==> src/hw/sfi_pkg.sv <==
// Constants for the serial flash instruction front end
package sfi_pkg;
  // Opcodes
  localparam logic [7:0] OP_WREN      = 8'h06;
  localparam logic [7:0] OP_WREN_VOL  = 8'h50;
  localparam logic [7:0] OP_WRDI      = 8'h04;
  localparam logic [7:0] OP_RDSR_LO   = 8'h05;
  localparam logic [7:0] OP_RDSR_HI   = 8'h35;
  localparam logic [7:0] OP_WRSR      = 8'h01;
  localparam logic [7:0] OP_PP        = 8'h02;
  localparam logic [7:0] OP_QPP       = 8'h32;
  localparam logic [7:0] OP_SE4K      = 8'h20;
  localparam logic [7:0] OP_BE32K     = 8'h52;
  localparam logic [7:0] OP_BE64K     = 8'hd8;
  localparam logic [7:0] OP_SUSPEND   = 8'h75;
  localparam logic [7:0] OP_RESUME    = 8'h7a;
  localparam logic [7:0] OP_CRM_RESET = 8'hff;
  localparam logic [7:0] OP_ID_AB     = 8'hab;
  localparam logic [7:0] OP_ID_90     = 8'h90;
  localparam logic [7:0] OP_ID_92     = 8'h92;
  localparam logic [7:0] OP_ID_94     = 8'h94;
  localparam logic [7:0] OP_ID_9F     = 8'h9f;
  // Identity values, arbitrary
  localparam logic [7:0]  MAKER_CODE_VAL = 8'h5a;
  localparam logic [7:0]  PART_CODE_VAL  = 8'h3c;
  localparam logic [15:0] PART_CODE16    = 16'h3c3c;
  // Array geometry
  localparam logic [23:0] ARRAY_TOP  = 24'h0fffff;
  localparam logic [23:0] SZ_4K      = 24'h000fff;
  localparam logic [23:0] SZ_32K     = 24'h007fff;
  localparam logic [23:0] SZ_64K     = 24'h00ffff;
  localparam logic [23:0] SZ_PAGE    = 24'h0000ff;
  // Command kinds handed to the array engine
  localparam logic [2:0] KIND_PROG  = 3'h0;
  localparam logic [2:0] KIND_SE    = 3'h1;
  localparam logic [2:0] KIND_BE32  = 3'h2;
  localparam logic [2:0] KIND_BE64  = 3'h3;
  localparam logic [2:0] KIND_WRSR  = 3'h4;
  localparam int BYTE_BITS = 8;
  // Frame states
  typedef enum logic [2:0] {
    ST_IDLE = 3'b000,
    ST_OPC  = 3'b001,
    ST_ADDR = 3'b010,
    ST_DATA = 3'b011,
    ST_STAT = 3'b100,
    ST_ID   = 3'b101,
    ST_SKIP = 3'b110
  } sfi_state_t;
endpackage : sfi_pkg

==> src/hw/sfi_prot_check.sv <==
// Complement protect region check for erase and program targets
`timescale 1ns/1ps
module sfi_prot_check
  import sfi_pkg::*;
(
  input  wire logic        complement_protect_i,
  input  wire logic        sector_granularity_select_i,
  input  wire logic        top_bottom_select_i,
  input  wire logic [2:0]  block_protect_i,
  input  wire logic [23:0] span_lo_i,
  input  wire logic [23:0] span_hi_i,
  output logic             blocked_o
);
  logic        any_prot;
  logic [23:0] prot_lo;
  logic [23:0] prot_hi;

  // Protected range lookup; only complement mode is mapped
  always_comb
  begin
    any_prot = 1'b0;
    prot_lo  = 24'h000000;
    prot_hi  = ARRAY_TOP;
    if (complement_protect_i)
    begin
      if (block_protect_i == 3'b000)
        any_prot = 1'b1;
      else if (!sector_granularity_select_i)
      begin
        any_prot = (block_protect_i <= 3'b100);
        unique case (block_protect_i)
          3'b001:  prot_hi = 24'h0effff;
          3'b010:  prot_hi = 24'h0dffff;
          3'b011:  prot_hi = 24'h0bffff;
          default: prot_hi = 24'h07ffff;
        endcase
        if (top_bottom_select_i)
        begin
          prot_hi = ARRAY_TOP;
          unique case (block_protect_i)
            3'b001:  prot_lo = 24'h010000;
            3'b010:  prot_lo = 24'h020000;
            3'b011:  prot_lo = 24'h040000;
            default: prot_lo = 24'h080000;
          endcase
        end
      end
      else
      begin
        any_prot = (block_protect_i != 3'b111);
        unique case (block_protect_i)
          3'b001:  prot_hi = 24'h0fefff;
          3'b010:  prot_hi = 24'h0fdfff;
          3'b011:  prot_hi = 24'h0fbfff;
          default: prot_hi = 24'h0f7fff;
        endcase
        if (top_bottom_select_i)
        begin
          prot_hi = ARRAY_TOP;
          unique case (block_protect_i)
            3'b001:  prot_lo = 24'h001000;
            3'b010:  prot_lo = 24'h002000;
            3'b011:  prot_lo = 24'h004000;
            default: prot_lo = 24'h008000;
          endcase
        end
      end
    end
  end

  // Whole span overlap, not only the start address
  assign blocked_o = any_prot && (span_lo_i <= prot_hi) && (span_hi_i >= prot_lo);
endmodule : sfi_prot_check

==> src/hw/sfi_frontend.sv <==
// Serial flash instruction front end: framing, decode, guards
// What this block does
// - Complement set, block-protect zero: the whole array is protected.
// - Complement, 64KB, bottom: codes 1..4 protect from zero to listed tops.
// - Complement, 64KB, top: codes 1..4 protect from listed bases to array top.
// - Complement, 4KB, bottom: protect from zero, leaving a small top writable.
// - Complement, 4KB, top: protect from listed base up to array top.
// - Erase or program touching a protected address is dropped.
// - Chip select falling starts a frame; first byte is the opcode.
// - Serial input sampled on clock rise, most significant bit first.
// - Chip select rising ends the current instruction.
// - Reads may end after any bit count without side effect.
// - Writes, serial programs, erases act only on whole-byte endings.
// - While busy only status reads are honoured.
// - 06h sets write enable, 50h volatile enable, 04h clears write enable only.
// - 05h and 35h return status bytes repeatedly until deselect.
// - Status write: 01h, then low byte, then high byte.
// - Program and erases carry three address bytes, most significant first.
// - Quad program data: four bits per clock, high nibble first.
// - 75h suspends and 7Ah resumes; both single byte.
// - ID opcodes return maker and part codes.
// - Complement clear leaves the whole array unprotected.
// - Quad lines 2 and 3 work only when quad enable is set.
// - Write enable latch must be set before programs and erases; status writes also take volatile enable.
`timescale 1ns/1ps
module sfi_frontend
  import sfi_pkg::*;
(
  input  wire logic        ref_clk_i,
  input  wire logic        rst_i,
  input  wire logic        cs_n_i,
  input  wire logic        sclk_i,
  input  wire logic        serial_in_i,
  input  wire logic [3:0]  quad_line_i,
  input  wire logic [15:0] status_i,
  input  wire logic        busy_i,
  output logic             serial_out_o,
  output logic             serial_out_oe_o,
  output logic             write_enable_latch_o,
  output logic             vol_write_enable_o,
  output logic             cmd_valid_o,
  output logic [2:0]       cmd_kind_o,
  output logic [23:0]      cmd_addr_o,
  output logic [15:0]      wrsr_value_o,
  output logic             data_valid_o,
  output logic [7:0]       data_byte_o,
  output logic             suspend_o,
  output logic             resume_o
);
  import sfi_pkg::*;

  // Two-stage synchronisers for link pins
  logic [1:0] cs_sync, ck_sync, di_sync;
  logic [3:0] q_s1, q_s2;
  logic       ck_prev, cs_prev;
  always_ff @(posedge ref_clk_i or posedge rst_i)
  begin
    if (rst_i)
    begin
      cs_sync <= 2'b11;
      ck_sync <= 2'b00;
      di_sync <= 2'b00;
      q_s1    <= 4'h0;
      q_s2    <= 4'h0;
      ck_prev <= 1'b0;
      cs_prev <= 1'b1;
    end
    else
    begin
      cs_sync <= {cs_sync[0], cs_n_i};
      ck_sync <= {ck_sync[0], sclk_i};
      di_sync <= {di_sync[0], serial_in_i};
      q_s1    <= quad_line_i;
      q_s2    <= q_s1;
      ck_prev <= ck_sync[1];
      cs_prev <= cs_sync[1];
    end
  end

  wire cs_n    = cs_sync[1];
  wire ck_rise = !cs_n && ck_sync[1] && !ck_prev;
  wire ck_fall = !cs_n && !ck_sync[1] && ck_prev;
  wire cs_fall = cs_prev && !cs_n;
  wire cs_rise = !cs_prev && cs_n;
  // Quad lines 2 and 3 only honoured with quad enable (status bit 9)
  wire quad_en = status_i[9];

  sfi_state_t  state;
  logic [7:0]  shreg;
  logic [2:0]  bitcnt;
  logic [1:0]  addr_cnt;
  logic [7:0]  opcode;
  logic [23:0] addr;
  logic [15:0] wrsr_buf;
  logic [1:0]  wrsr_cnt;
  logic        nib_hi;
  logic [3:0]  nib_buf;
  logic [7:0]  out_sh;
  logic [2:0]  out_cnt;
  logic [1:0]  id_idx;
  logic        page_seen;

  // Bit collection, MSB first
  wire [7:0] next_byte = {shreg[6:0], di_sync[1]};
  wire       byte_done = ck_rise && (bitcnt == 3'h7);
  wire       whole     = (bitcnt == 3'h0);

  // Opcode classes
  wire is_addr_op = (next_byte == OP_PP) || (next_byte == OP_QPP) || (next_byte == OP_SE4K)
                 || (next_byte == OP_BE32K) || (next_byte == OP_BE64K);
  wire is_stat_op = (next_byte == OP_RDSR_LO) || (next_byte == OP_RDSR_HI);
  wire is_id_op   = (next_byte == OP_ID_AB) || (next_byte == OP_ID_90)
                 || (next_byte == OP_ID_92) || (next_byte == OP_ID_94)
                 || (next_byte == OP_ID_9F);
  wire is_quad    = (opcode == OP_QPP);
  wire [2:0] kind = (opcode == OP_SE4K)  ? KIND_SE :
                    (opcode == OP_BE32K) ? KIND_BE32 :
                    (opcode == OP_BE64K) ? KIND_BE64 : KIND_PROG;

  // Target span aligned per erase size
  wire [23:0] span_mask = (kind == KIND_SE)   ? SZ_4K :
                          (kind == KIND_BE32) ? SZ_32K :
                          (kind == KIND_BE64) ? SZ_64K : SZ_PAGE;
  wire [23:0] span_lo   = addr & ~span_mask;
  wire [23:0] span_hi   = addr | span_mask;
  logic blocked;
  sfi_prot_check u_prot (
    .complement_protect_i       (status_i[14]),
    .sector_granularity_select_i(status_i[6]),
    .top_bottom_select_i        (status_i[5]),
    .block_protect_i            (status_i[4:2]),
    .span_lo_i                  (span_lo),
    .span_hi_i                  (span_hi),
    .blocked_o                  (blocked)
  );

  // Ending checks applied at chip select rise
  wire end_ok  = whole && write_enable_latch_o && !busy_i;
  wire do_erase = cs_rise && (state == ST_ADDR) && (addr_cnt == 2'h3) && end_ok
               && (kind != KIND_PROG) && !blocked;
  wire do_prog  = cs_rise && (state == ST_DATA) && page_seen && end_ok && !blocked;
  wire do_wrsr  = cs_rise && (opcode == OP_WRSR) && (wrsr_cnt != 2'h0) && whole && !busy_i
               && (write_enable_latch_o || vol_write_enable_o);
  // Single-byte instructions also need a clean byte ending
  wire single   = cs_rise && (state == ST_SKIP) && whole && !busy_i && (addr_cnt == 2'h0);

  // Quad nibble assembly: lines 2,3 forced low without quad enable
  wire [3:0] qin   = {quad_en ? q_s2[3:2] : 2'b00, q_s2[1:0]};
  wire [7:0] qbyte = {nib_buf, qin};

  // Frame state machine
  always_ff @(posedge ref_clk_i or posedge rst_i)
  begin
    if (rst_i)
    begin
      state    <= ST_IDLE;
      shreg    <= 8'h00;
      bitcnt   <= 3'h0;
      addr_cnt <= 2'h0;
      opcode   <= 8'h00;
      addr     <= 24'h000000;
      wrsr_cnt <= 2'h0;
      wrsr_buf <= 16'h0000;
      nib_hi   <= 1'b1;
      nib_buf  <= 4'h0;
      page_seen <= 1'b0;
    end
    else if (cs_n)
      state <= ST_IDLE;
    else if (cs_fall)
    begin
      state    <= ST_OPC;
      bitcnt   <= 3'h0;
      addr_cnt <= 2'h0;
      wrsr_cnt <= 2'h0;
      nib_hi   <= 1'b1;
      page_seen <= 1'b0;
      opcode   <= 8'h00;
    end
    else if (ck_rise)
    begin
      shreg  <= next_byte;
      bitcnt <= bitcnt + 3'h1;
      if (state == ST_DATA && is_quad)
      begin
        bitcnt <= 3'h0;                                           // Quad: bit count held at zero, so every nibble ends on a boundary
        nib_hi <= !nib_hi;
        if (nib_hi) nib_buf <= qin;
        else page_seen <= 1'b1;
      end
      else if (byte_done)
      begin
        unique case (state)
          ST_OPC:
          begin
            opcode <= next_byte;
            if (busy_i && !is_stat_op)
              state <= ST_SKIP;
            else if (is_stat_op)
              state <= ST_STAT;
            else if (is_id_op)
              state <= ST_ID;
            else if (is_addr_op)
              state <= ST_ADDR;
            else if (next_byte == OP_WRSR)
              state <= ST_DATA;
            else
              state <= ST_SKIP;
          end
          ST_ADDR:
          begin
            addr     <= {addr[15:0], next_byte};
            addr_cnt <= addr_cnt + 2'h1;
            if (addr_cnt == 2'h2 && opcode != OP_SE4K && opcode != OP_BE32K
                && opcode != OP_BE64K)
              state <= ST_DATA;
          end
          ST_DATA:
          begin
            page_seen <= 1'b1;
            if (opcode == OP_WRSR && wrsr_cnt != 2'h2)
            begin
              wrsr_buf <= (wrsr_cnt == 2'h0) ? {wrsr_buf[15:8], next_byte}
                                             : {next_byte, wrsr_buf[7:0]};
              wrsr_cnt <= wrsr_cnt + 2'h1;
            end
          end
          ST_SKIP:  addr_cnt <= 2'h1;                             // Extra byte voids single-byte ops
          default:  state <= state;
        endcase
      end
    end
  end

  // Output shifter for status and identity, changes on clock fall
  wire [7:0] id_byte = (opcode == OP_ID_9F) ? ((id_idx == 2'h0) ? MAKER_CODE_VAL :
                       (id_idx == 2'h1) ? PART_CODE16[15:8] : PART_CODE16[7:0]) :
                       (id_idx[0] ? PART_CODE_VAL : MAKER_CODE_VAL);
  wire [7:0] stat_byte = (opcode == OP_RDSR_HI) ? status_i[15:8] : status_i[7:0];
  wire       load_out  = (byte_done && state == ST_OPC && (is_stat_op || is_id_op));
  always_ff @(posedge ref_clk_i or posedge rst_i)
  begin
    if (rst_i)
    begin
      out_sh  <= 8'h00;
      out_cnt <= 3'h0;
      id_idx  <= 2'h0;
      serial_out_oe_o <= 1'b0;
      serial_out_o    <= 1'b0;
    end
    else if (cs_n)
    begin
      serial_out_oe_o <= 1'b0;
      out_cnt <= 3'h0;
      id_idx  <= 2'h0;
    end
    else if (load_out)
    begin
      out_sh  <= is_stat_op ? ((next_byte == OP_RDSR_HI) ? status_i[15:8] : status_i[7:0])
                            : MAKER_CODE_VAL;
      out_cnt <= 3'h0;
      id_idx  <= 2'h1;                                            // Maker code already loaded
    end
    else if (ck_fall && (state == ST_STAT || state == ST_ID))
    begin
      serial_out_oe_o <= 1'b1;
      serial_out_o    <= out_sh[7];
      out_sh  <= {out_sh[6:0], 1'b0};
      out_cnt <= out_cnt + 3'h1;
      if (out_cnt == 3'h7)
      begin
        // Repeat status byte; identity walks its code list
        out_sh <= (state == ST_STAT) ? stat_byte : id_byte;
        id_idx <= (opcode != OP_ID_9F) ? {1'b0, ~id_idx[0]}
                : (id_idx == 2'h2) ? 2'h0 : id_idx + 2'h1;
      end
    end
  end

  // Command outputs and latches
  always_ff @(posedge ref_clk_i or posedge rst_i)
  begin
    if (rst_i)
    begin
      write_enable_latch_o <= 1'b0;
      vol_write_enable_o   <= 1'b0;
      cmd_valid_o  <= 1'b0;
      cmd_kind_o   <= KIND_PROG;
      cmd_addr_o   <= 24'h000000;
      wrsr_value_o <= 16'h0000;
      data_valid_o <= 1'b0;
      data_byte_o  <= 8'h00;
      suspend_o    <= 1'b0;
      resume_o     <= 1'b0;
    end
    else
    begin
      cmd_valid_o  <= 1'b0;
      data_valid_o <= 1'b0;
      suspend_o    <= 1'b0;
      resume_o     <= 1'b0;
      // Stream page data bytes as they arrive
      if (state == ST_DATA && opcode != OP_WRSR && ck_rise && !busy_i)
      begin
        if (is_quad && !nib_hi)
        begin
          data_valid_o <= 1'b1;
          data_byte_o  <= qbyte;
        end
        else if (!is_quad && byte_done)
        begin
          data_valid_o <= 1'b1;
          data_byte_o  <= next_byte;
        end
      end
      if (single)
      begin
        unique case (opcode)
          OP_WREN:     write_enable_latch_o <= 1'b1;
          OP_WREN_VOL: vol_write_enable_o   <= 1'b1;
          OP_WRDI:     write_enable_latch_o <= 1'b0;
          OP_SUSPEND:  suspend_o <= 1'b1;
          OP_RESUME:   resume_o  <= 1'b1;
          default:     write_enable_latch_o <= write_enable_latch_o;
        endcase
      end
      if (do_erase || do_prog || do_wrsr)
      begin
        cmd_valid_o  <= 1'b1;
        cmd_kind_o   <= do_wrsr ? KIND_WRSR : kind;
        cmd_addr_o   <= addr;
        wrsr_value_o <= wrsr_buf;
        write_enable_latch_o <= 1'b0;
        vol_write_enable_o   <= 1'b0;
      end
    end
  end
endmodule : sfi_frontend

==> config.mk <==
export PLATFORM = sky130hd
export DESIGN_NAME = sfi_frontend
export DESIGN_NICKNAME = d
export VERILOG_FILES = /design/src/hw/sfi_pkg.sv /design/src/hw/sfi_prot_check.sv /design/src/hw/sfi_frontend.sv
export SDC_FILE = /design/constraint.sdc
export NUM_CORES = 1
export LEC_CHECK = 0
export BUFFER_PORTS_ARGS = -buffer_cell sky130_fd_sc_hd__buf_4
export CAP_MARGIN = 25
export CORE_UTILIZATION = 50
export CTS_CLUSTER_DIAMETER = 100
export DETAILED_ROUTE_END_ITERATION = 8
export GPL_ROUTABILITY_DRIVEN = 0
export PLACE_DENSITY = 0.77
export SLEW_MARGIN = 20
export SYNTH_ARGS = -nofsm -noshare
export SYNTH_HDL_FRONTEND = slang
export SYNTH_SLANG_ARGS = --single-unit
==> constraint.sdc <==
create_clock -name ref_clk_i -period 5.9 [get_ports ref_clk_i]
set_input_delay 0.59 -clock ref_clk_i [delete_from_list [all_inputs] [get_ports ref_clk_i]]
set_output_delay 0.59 -clock ref_clk_i [all_outputs]
set_load 0.005 [all_outputs]
Word-level counts from Yosys, hierarchy flattened
Cells that the tools add are included.
- register bits: 159
- latch bits: 0
- RAM bits: 0
- memory bits (read-only): 0
- bits of input ports: 26
- output and inout port bits: 59
- word-level logic and storage cells: 320
- memories: 0
- $add $sub $neg: 5
- $mul: 0
- divide/modulo/power cells: 0
- order comparisons: 3
- equal/unequal tests: 54
- shifts and indexed selects: 0
- mux-type cells: 103
- bitwise operators: 9
- reduce and logical (&&, ||, !) cells: 112
- operators by type and width (operator ; number):
    2-to-1 mux 24 bit ; 8
    one-hot mux 20 bit (3 select lines) ; 2
    2-to-1 mux 8 bit ; 14
    one-hot mux 16 bit (3 select lines) ; 2
    == test 8 bit, second input constant ; 8
    2-to-1 mux 16 bit ; 4
    2-to-1 mux 3 bit ; 18
    == test 8 x 6 -> 1 bit, second input constant ; 6
    logical AND 1 bit ; 43
    == test 8 x 7 -> 1 bit, second input constant ; 5
    2-to-1 mux 2 bit ; 20
    2-to-1 mux 1 bit ; 28
    nonzero test 3 bit ; 9
    AND reduction 5 bit ; 5
    bitwise AND 24 bit ; 1
    == test 8 x 3 -> 1 bit, second input constant ; 3
    >= comparator 24 bit ; 1
    <= comparator 24 bit ; 1
    NOT 16 -> 24 bit ; 1
    bitwise OR 24 x 16 -> 24 bit ; 1
    nonzero test 2 bit ; 12
    2-to-1 mux 7 bit ; 3
    2-to-1 mux 20 bit ; 1
    == test 8 x 1 -> 1 bit, second input constant ; 2
    other kinds (29) ; 88

Logic depth before layout (Yosys ltp)
- depth in word-level cells: 19
- gate-level depth with buffers: 13
- depth with buffers taken out: 11

Modules after synthesis
A second synthesis with hierarchy kept.
- cell total of the unflattened synthesis: 687
- area, all modules: 8057.7 um^2
- by module, submodules not included (module ; instances ; cells an instance ; area an instance (um^2) ; sequential area each (um^2)):
    sfi_frontend ; 1 ; 600 ; 7432.1 ; 3983.8
    sfi_prot_check ; 1 ; 87 ; 625.6 ; 0.0

Worst setup path after synthesis
No wires, ideal clock.
- kind: register to register
- from: reg opcode[7]
- to: reg cmd_addr_o[10]
- setup time: 125 ps
- data arrival time: 3008 ps
- data required time: 5775 ps
- setup slack: 2768 ps
- cell stages (with the launch flop): 13
- buffers on the path: 2
- period minus slack after synthesis: 3132 ps
- path through: dfrtp_1 buf_2 and3b_1 o2111ai_1 and2_1 ha_1 o21ai_0 a2111oi_0 nor4_2 o211ai_1 a31oi_4 buf_6 mux2_2
- cells in the longest elaborated chain, start to end: 17
- elaborated cells on any way between the ends: 32
- those cells by class: order compare (2); eq/ne (7); mux (6); bitwise (3); reduce/logical (14)
- ends and longest elaborated chain (item ; RTL line ; RTL):
    start, declared ; sfi_frontend.sv:92 ; logic [7:0] opcode;
    start signal, assigned ; sfi_frontend.sv:196 ; opcode <= next_byte;
    == test 8 bit ; sfi_frontend.sv:118 ; (opcode == OP_BE64K) ? KIND_BE64 : KIND_PROG;
    2-to-1 mux 2 bit ; sfi_frontend.sv:118 ;
    2-to-1 mux 2 bit ; sfi_frontend.sv:117 ; (opcode == OP_BE32K) ? KIND_BE32 :
    2-to-1 mux 2 bit ; sfi_frontend.sv:116 ; wire [2:0] kind = (opcode == OP_SE4K) ? KIND_SE :
    == test 2 bit ; sfi_frontend.sv:123 ; (kind == KIND_BE64) ? SZ_64K : SZ_PAGE;
    2-to-1 mux 16 bit ; sfi_frontend.sv:123 ;
    2-to-1 mux 16 bit ; sfi_frontend.sv:122 ; (kind == KIND_BE32) ? SZ_32K :
    2-to-1 mux 16 bit ; sfi_frontend.sv:121 ; wire [23:0] span_mask = (kind == KIND_SE) ? SZ_4K :
    NOT 16 -> 24 bit ; sfi_frontend.sv:124 ; wire [23:0] span_lo = addr & ~span_mask;
    bitwise AND 24 bit ; sfi_frontend.sv:124 ;
    <= comparator 24 bit ; sfi_prot_check.sv:72 ; assign blocked_o = any_prot && (span_lo_i <= prot_hi) && (span_hi_i >= prot_lo);
    logical AND 1 bit (2 in a row) ; sfi_prot_check.sv:72 ;
    zero test 1 bit ; sfi_frontend.sv:140, sfi_frontend.sv:141 ;
    logical AND 1 bit (on tied branches) ; sfi_frontend.sv:140, sfi_frontend.sv:141 ;
    logical OR 1 bit ; sfi_frontend.sv:327 ; if (do_erase || do_prog || do_wrsr)
    logical OR 1 bit (*) ; sfi_frontend.sv:327 ;
    end signal, assigned ; sfi_frontend.sv:331 ; cmd_addr_o <= addr;
    end, declared ; sfi_frontend.sv:43 ; output logic [23:0] cmd_addr_o,
Mark *: on every way between the ends. The rest lies on a longest branch, timed or not.
A chain may end at the register's enable or synchronous reset.

Worst setup path in the final report
- from: reg opcode[7]
- to: reg wrsr_value_o[6]
- cells in the longest elaborated chain, start to end: 17
- elaborated cells on any way between the ends: 32
- those cells by class: order compare (2); eq/ne (7); mux (6); bitwise (3); reduce/logical (14)
- ends and longest elaborated chain (item ; RTL line ; RTL):
    == test 8 bit ; sfi_frontend.sv:118 ;
    2-to-1 mux 2 bit ; sfi_frontend.sv:118 ;
    2-to-1 mux 2 bit ; sfi_frontend.sv:117 ;
    2-to-1 mux 2 bit ; sfi_frontend.sv:116 ;
    == test 2 bit ; sfi_frontend.sv:123 ;
    2-to-1 mux 16 bit ; sfi_frontend.sv:123 ;
    2-to-1 mux 16 bit ; sfi_frontend.sv:122 ;
    2-to-1 mux 16 bit ; sfi_frontend.sv:121 ;
    NOT 16 -> 24 bit ; sfi_frontend.sv:124 ;
    bitwise AND 24 bit ; sfi_frontend.sv:124 ;
    <= comparator 24 bit ; sfi_prot_check.sv:72 ;
    logical AND 1 bit (2 in a row) ; sfi_prot_check.sv:72 ;
    zero test 1 bit ; sfi_frontend.sv:140, sfi_frontend.sv:141 ;
    logical AND 1 bit (on tied branches) ; sfi_frontend.sv:140, sfi_frontend.sv:141 ;
    logical OR 1 bit ; sfi_frontend.sv:327 ;
    logical OR 1 bit (*) ; sfi_frontend.sv:327 ;
    end signal, assigned ; sfi_frontend.sv:332 ; wrsr_value_o <= wrsr_buf;
    end, declared ; sfi_frontend.sv:44 ; output logic [15:0] wrsr_value_o,
Marks and branches as above.

==> key figures <==
Drt
  – DRC: 0
  – Via count of the routed design: 5549
  – First-pass DRT Iterations: 5
  – Routed vias/inst: 5.90
  – Post-DRT Antenna Nets: 0
  – Avg WL per Cell: 18.4 um
  – Iteration-0 DRC Markers: 387
  – Routed WL: 17.3 mm

GRT
  – Number of global-route vias before repair: 5598
  – Remaining Overflow, GRT: 0
  – Initial antenna violation count: 0
  – First-pass GRT wire length: 28.9 mm
  – Largest net degree at the start of global routing: 91
  – Global Route Usage Sum: 0.232

Synth
  – Top cell type's share of synthesized area: 0.503
  – Post-synthesis async set-or-reset flop share: 1.00
  – Post-synth EDFFs: 0
  – Synth warn: 0
  – Syn avg cell area: 11.5 um^2
  – Yosys reg bits: 159
  – Ys flop type: dfrtp_1
  – Synth area leader: dfrtp_1
  – Synth top area cells: dfrtp_1, mux2_2, ha_1
  – Synth cell types: 68
  – Sequential cell area fraction in the yosys report: 0.517
  – Synth cell count leaders: dfrtp_1, mux2_2, nand2_1, nor2_1, o21ai_0
  – Syn Inst Count: 673
  – Total nets after synthesis: 723
  – Cell with the most instances after synthesis: dfrtp_1
  – Mapped Area: 7710 um^2

Critical path
  – CP Data Arrival Time: 4.07 ns
  – CP max stage cell: o2111ai_1
  – Crit. Startpoint: opcode[7]$_DFFE_PP0P_
  – Setup crit start kind: flip-flop
  – Critical Path RT: 6.21 ns
  – Reg2reg path depth: 11
  – Critical path cell sequence: and3b_1, o2111ai_1, and2_1, ha_1, o21ai_0, a2111oi_0, nor4_2, o211ai_1, a31oi_4, buf_4, mux2_2
  – Critical path capture point type: flip-flop
  – WS Path Type: flip-flop to flip-flop
  – Reg2reg setup slack: 2.14 ns
  – Reg2reg start: opcode[7]$_DFFE_PP0P_
  – Crit-path max cell delay: 0.55 ns
  – Crit Path Max Fanout: 43
  – Reg-to-reg endpoint: wrsr_value_o[6]$_DFFE_PP0N_

Outcome
  – Status: finished clean

Layout
  – Filler cells: 1217
  – Diode count: 0
  – Area Growth Syn to Fin: 16.9%
  – Final #Nets: 791
  – Cell Count, Final, Fillers Out: 941
  – Share of layout cells above drive strength 1: 0.307

Pwr
  – Worst vdd ir: 0.199 mV
  – Pwr Total: 2390 uW
  – Total leakage power: 0.00440 uW
  – PD cells: 265 nW/um^2

STA
  – Max Slew Vio Count: 0
  – RSZ-0062 raised after global routing: false
  – Slew margin rel.: 0.291
  – Hold Violations, Final: 0
  – Tcrit/Tclk final: 0.638
  – Worst slew pin tran: 1.06 ns
  – Setup TNS: 0 ns
  – Post-layout min period: 3.76 ns
  – Final hold slack: 0.270 ns
  – Setup WS post-layout: 2.14 ns
  – Skew final: 0.0108 ns
  – Max Clk Rate: 266 MHz
  – Final setup fails: 0

Placed design
  – I/O Buffers: 84
  – Post-Place Setup Slack: 2.14 ns
  – Inst Count DP: 910
  – Detailed Place HPWL: 12.0 mm

Worst hold path
  – Hold path start: quad_line_i[1]
  – WHS Path Cells: 1
  – Hold WC Path Type: input pin to flip-flop
  – Hold endpoint: q_s1[1]$_DFF_PP0_

Clock tree
  – Max clock buf depth: 2
  – Hold_buf cts: 0
  – Clk_lat worst skew: 0.43 ns
  – CTS tree: yes
  – Post-CTS setup buffers: 0
  – CTS root buf: clkbuf_16
  – Count of cells resized by post-cts repair: 0
  – # H-tree levels: 4
  – TritonCTS Buffers: 17
  – CTS sink cnt: 159
  – Clock-pin slew on the worst setup and hold paths: 0.06 ns

Floorplan
  – Die Area: 15900 um^2
  – Die width: 126 um
  – Starting Density: 0.509
  – Rows: 45
  – IO Count: 85
  – Die height: 126 um
  – Total core area: 15100 um^2

Flow run
  – Max cap viols: 0
==> report_power, final <==
| part | total, uW | internal [uW] | switching [uW] |
|---|---|---|---|
| combinational | 127 | 52.4 | 74.2 |
| clock | 1100 | 658 | 442 |
| sequential | 1160 | 1110 | 52.5 |
| total | 2390 | 1820 | 568 |
==> how the worst max path moves through the flow <==
| stage | slack [ns] | depth (start not counted) | to |
|---|---|---|---|
| after floorplan | 1.03 | 1 | addr[0]$_DFFE_PP0P_ |
| after global placement | 2.37 | 11 | wrsr_value_o[13]$_DFFE_PP0N_ |
| after detailed placement | 2.14 | 11 | wrsr_value_o[12]$_DFFE_PP0N_ |
| after CTS | 2.14 | 11 | cmd_addr_o[1]$_DFFE_PP0N_ |
| after global routing | 1.84 | 11 | wrsr_value_o[6]$_DFFE_PP0N_ |
| final | 2.14 | 11 | wrsr_value_o[6]$_DFFE_PP0N_ |
==> area by class of cell <==
cell class	count	area, um^2	area share
Clock inverter	11	134	0.0149
Inverter	18	72.6	0.00806
Clock buffer	20	467	0.0518
Tap cell	188	235	0.0261
Timing Repair Buffer	87	653	0.0725
Sequential cell	159	3980	0.442
Multi-Input combinational cell	458	3460	0.384
==> state kept, by name, indices dropped and copies added, names as in the netlist, 4 cells and up <==
name	count
addr	24
cmd_addr_o	24
data_byte_o	8
nib_buf	4
opcode	8
out_sh	8
q_s1	4
q_s2	4
shreg	7
wrsr_buf	16
wrsr_value_o	16
==> metal layers <==
layer | up-vias | wire, um | global-route usage
met5 | - | 0 | 0
met4 | 0 | 376 | 0.0943
met3 | 34 | 725 | 0.0459
met2 | 169 | 8510 | 0.374
met1 | 2801 | 7730 | 0.309
li1 | 2545 | - | -
==> stage by stage <==
step	utilization	area, um^2
2_1_floorplan	-	7710
3_3_place_gp	0.555	8400
3_5_place_dp	0.555	8400
4_1_cts	0.594	9000
5_1_grt	0.595	9010
6_report	0.595	9010
==> critical path, delay by kind of cell (launching register included) <==
family	cells	cell delay, ns
AOI/OAI and AO/OA	5	1.28
DFF	1	0.48
muxes	1	0.40
buffers and inverters	1	0.50
adders and majority gates	1	0.23
and+or+nand+nor	3	0.72
==> layout by cell type (no fill, tap or decap), types with 17 or more instances in the layout <==
cell type and count:
buf_4 87, clkbuf_16 17, dfrtp_1 155, ha_1 24
inv_1 17, mux2_2 82, mux2i_1 17, nand2_1 54
nand3_1 29, nor2_1 39, o21ai_0 37
==> kinds of logic (layout without fill, tap and decap cells) <==
logic type,count (synthesis),count (layout),synth area share
compound gates,104,104,0.0901
xor+xnor,3,3,0.00341
fa+ha+maj,24,24,0.0390
buf+inv,56,136,0.0343
flops,159,159,0.517
mux,107,107,0.157
simple gates,220,220,0.159
(Power assumes the default switching activity.)
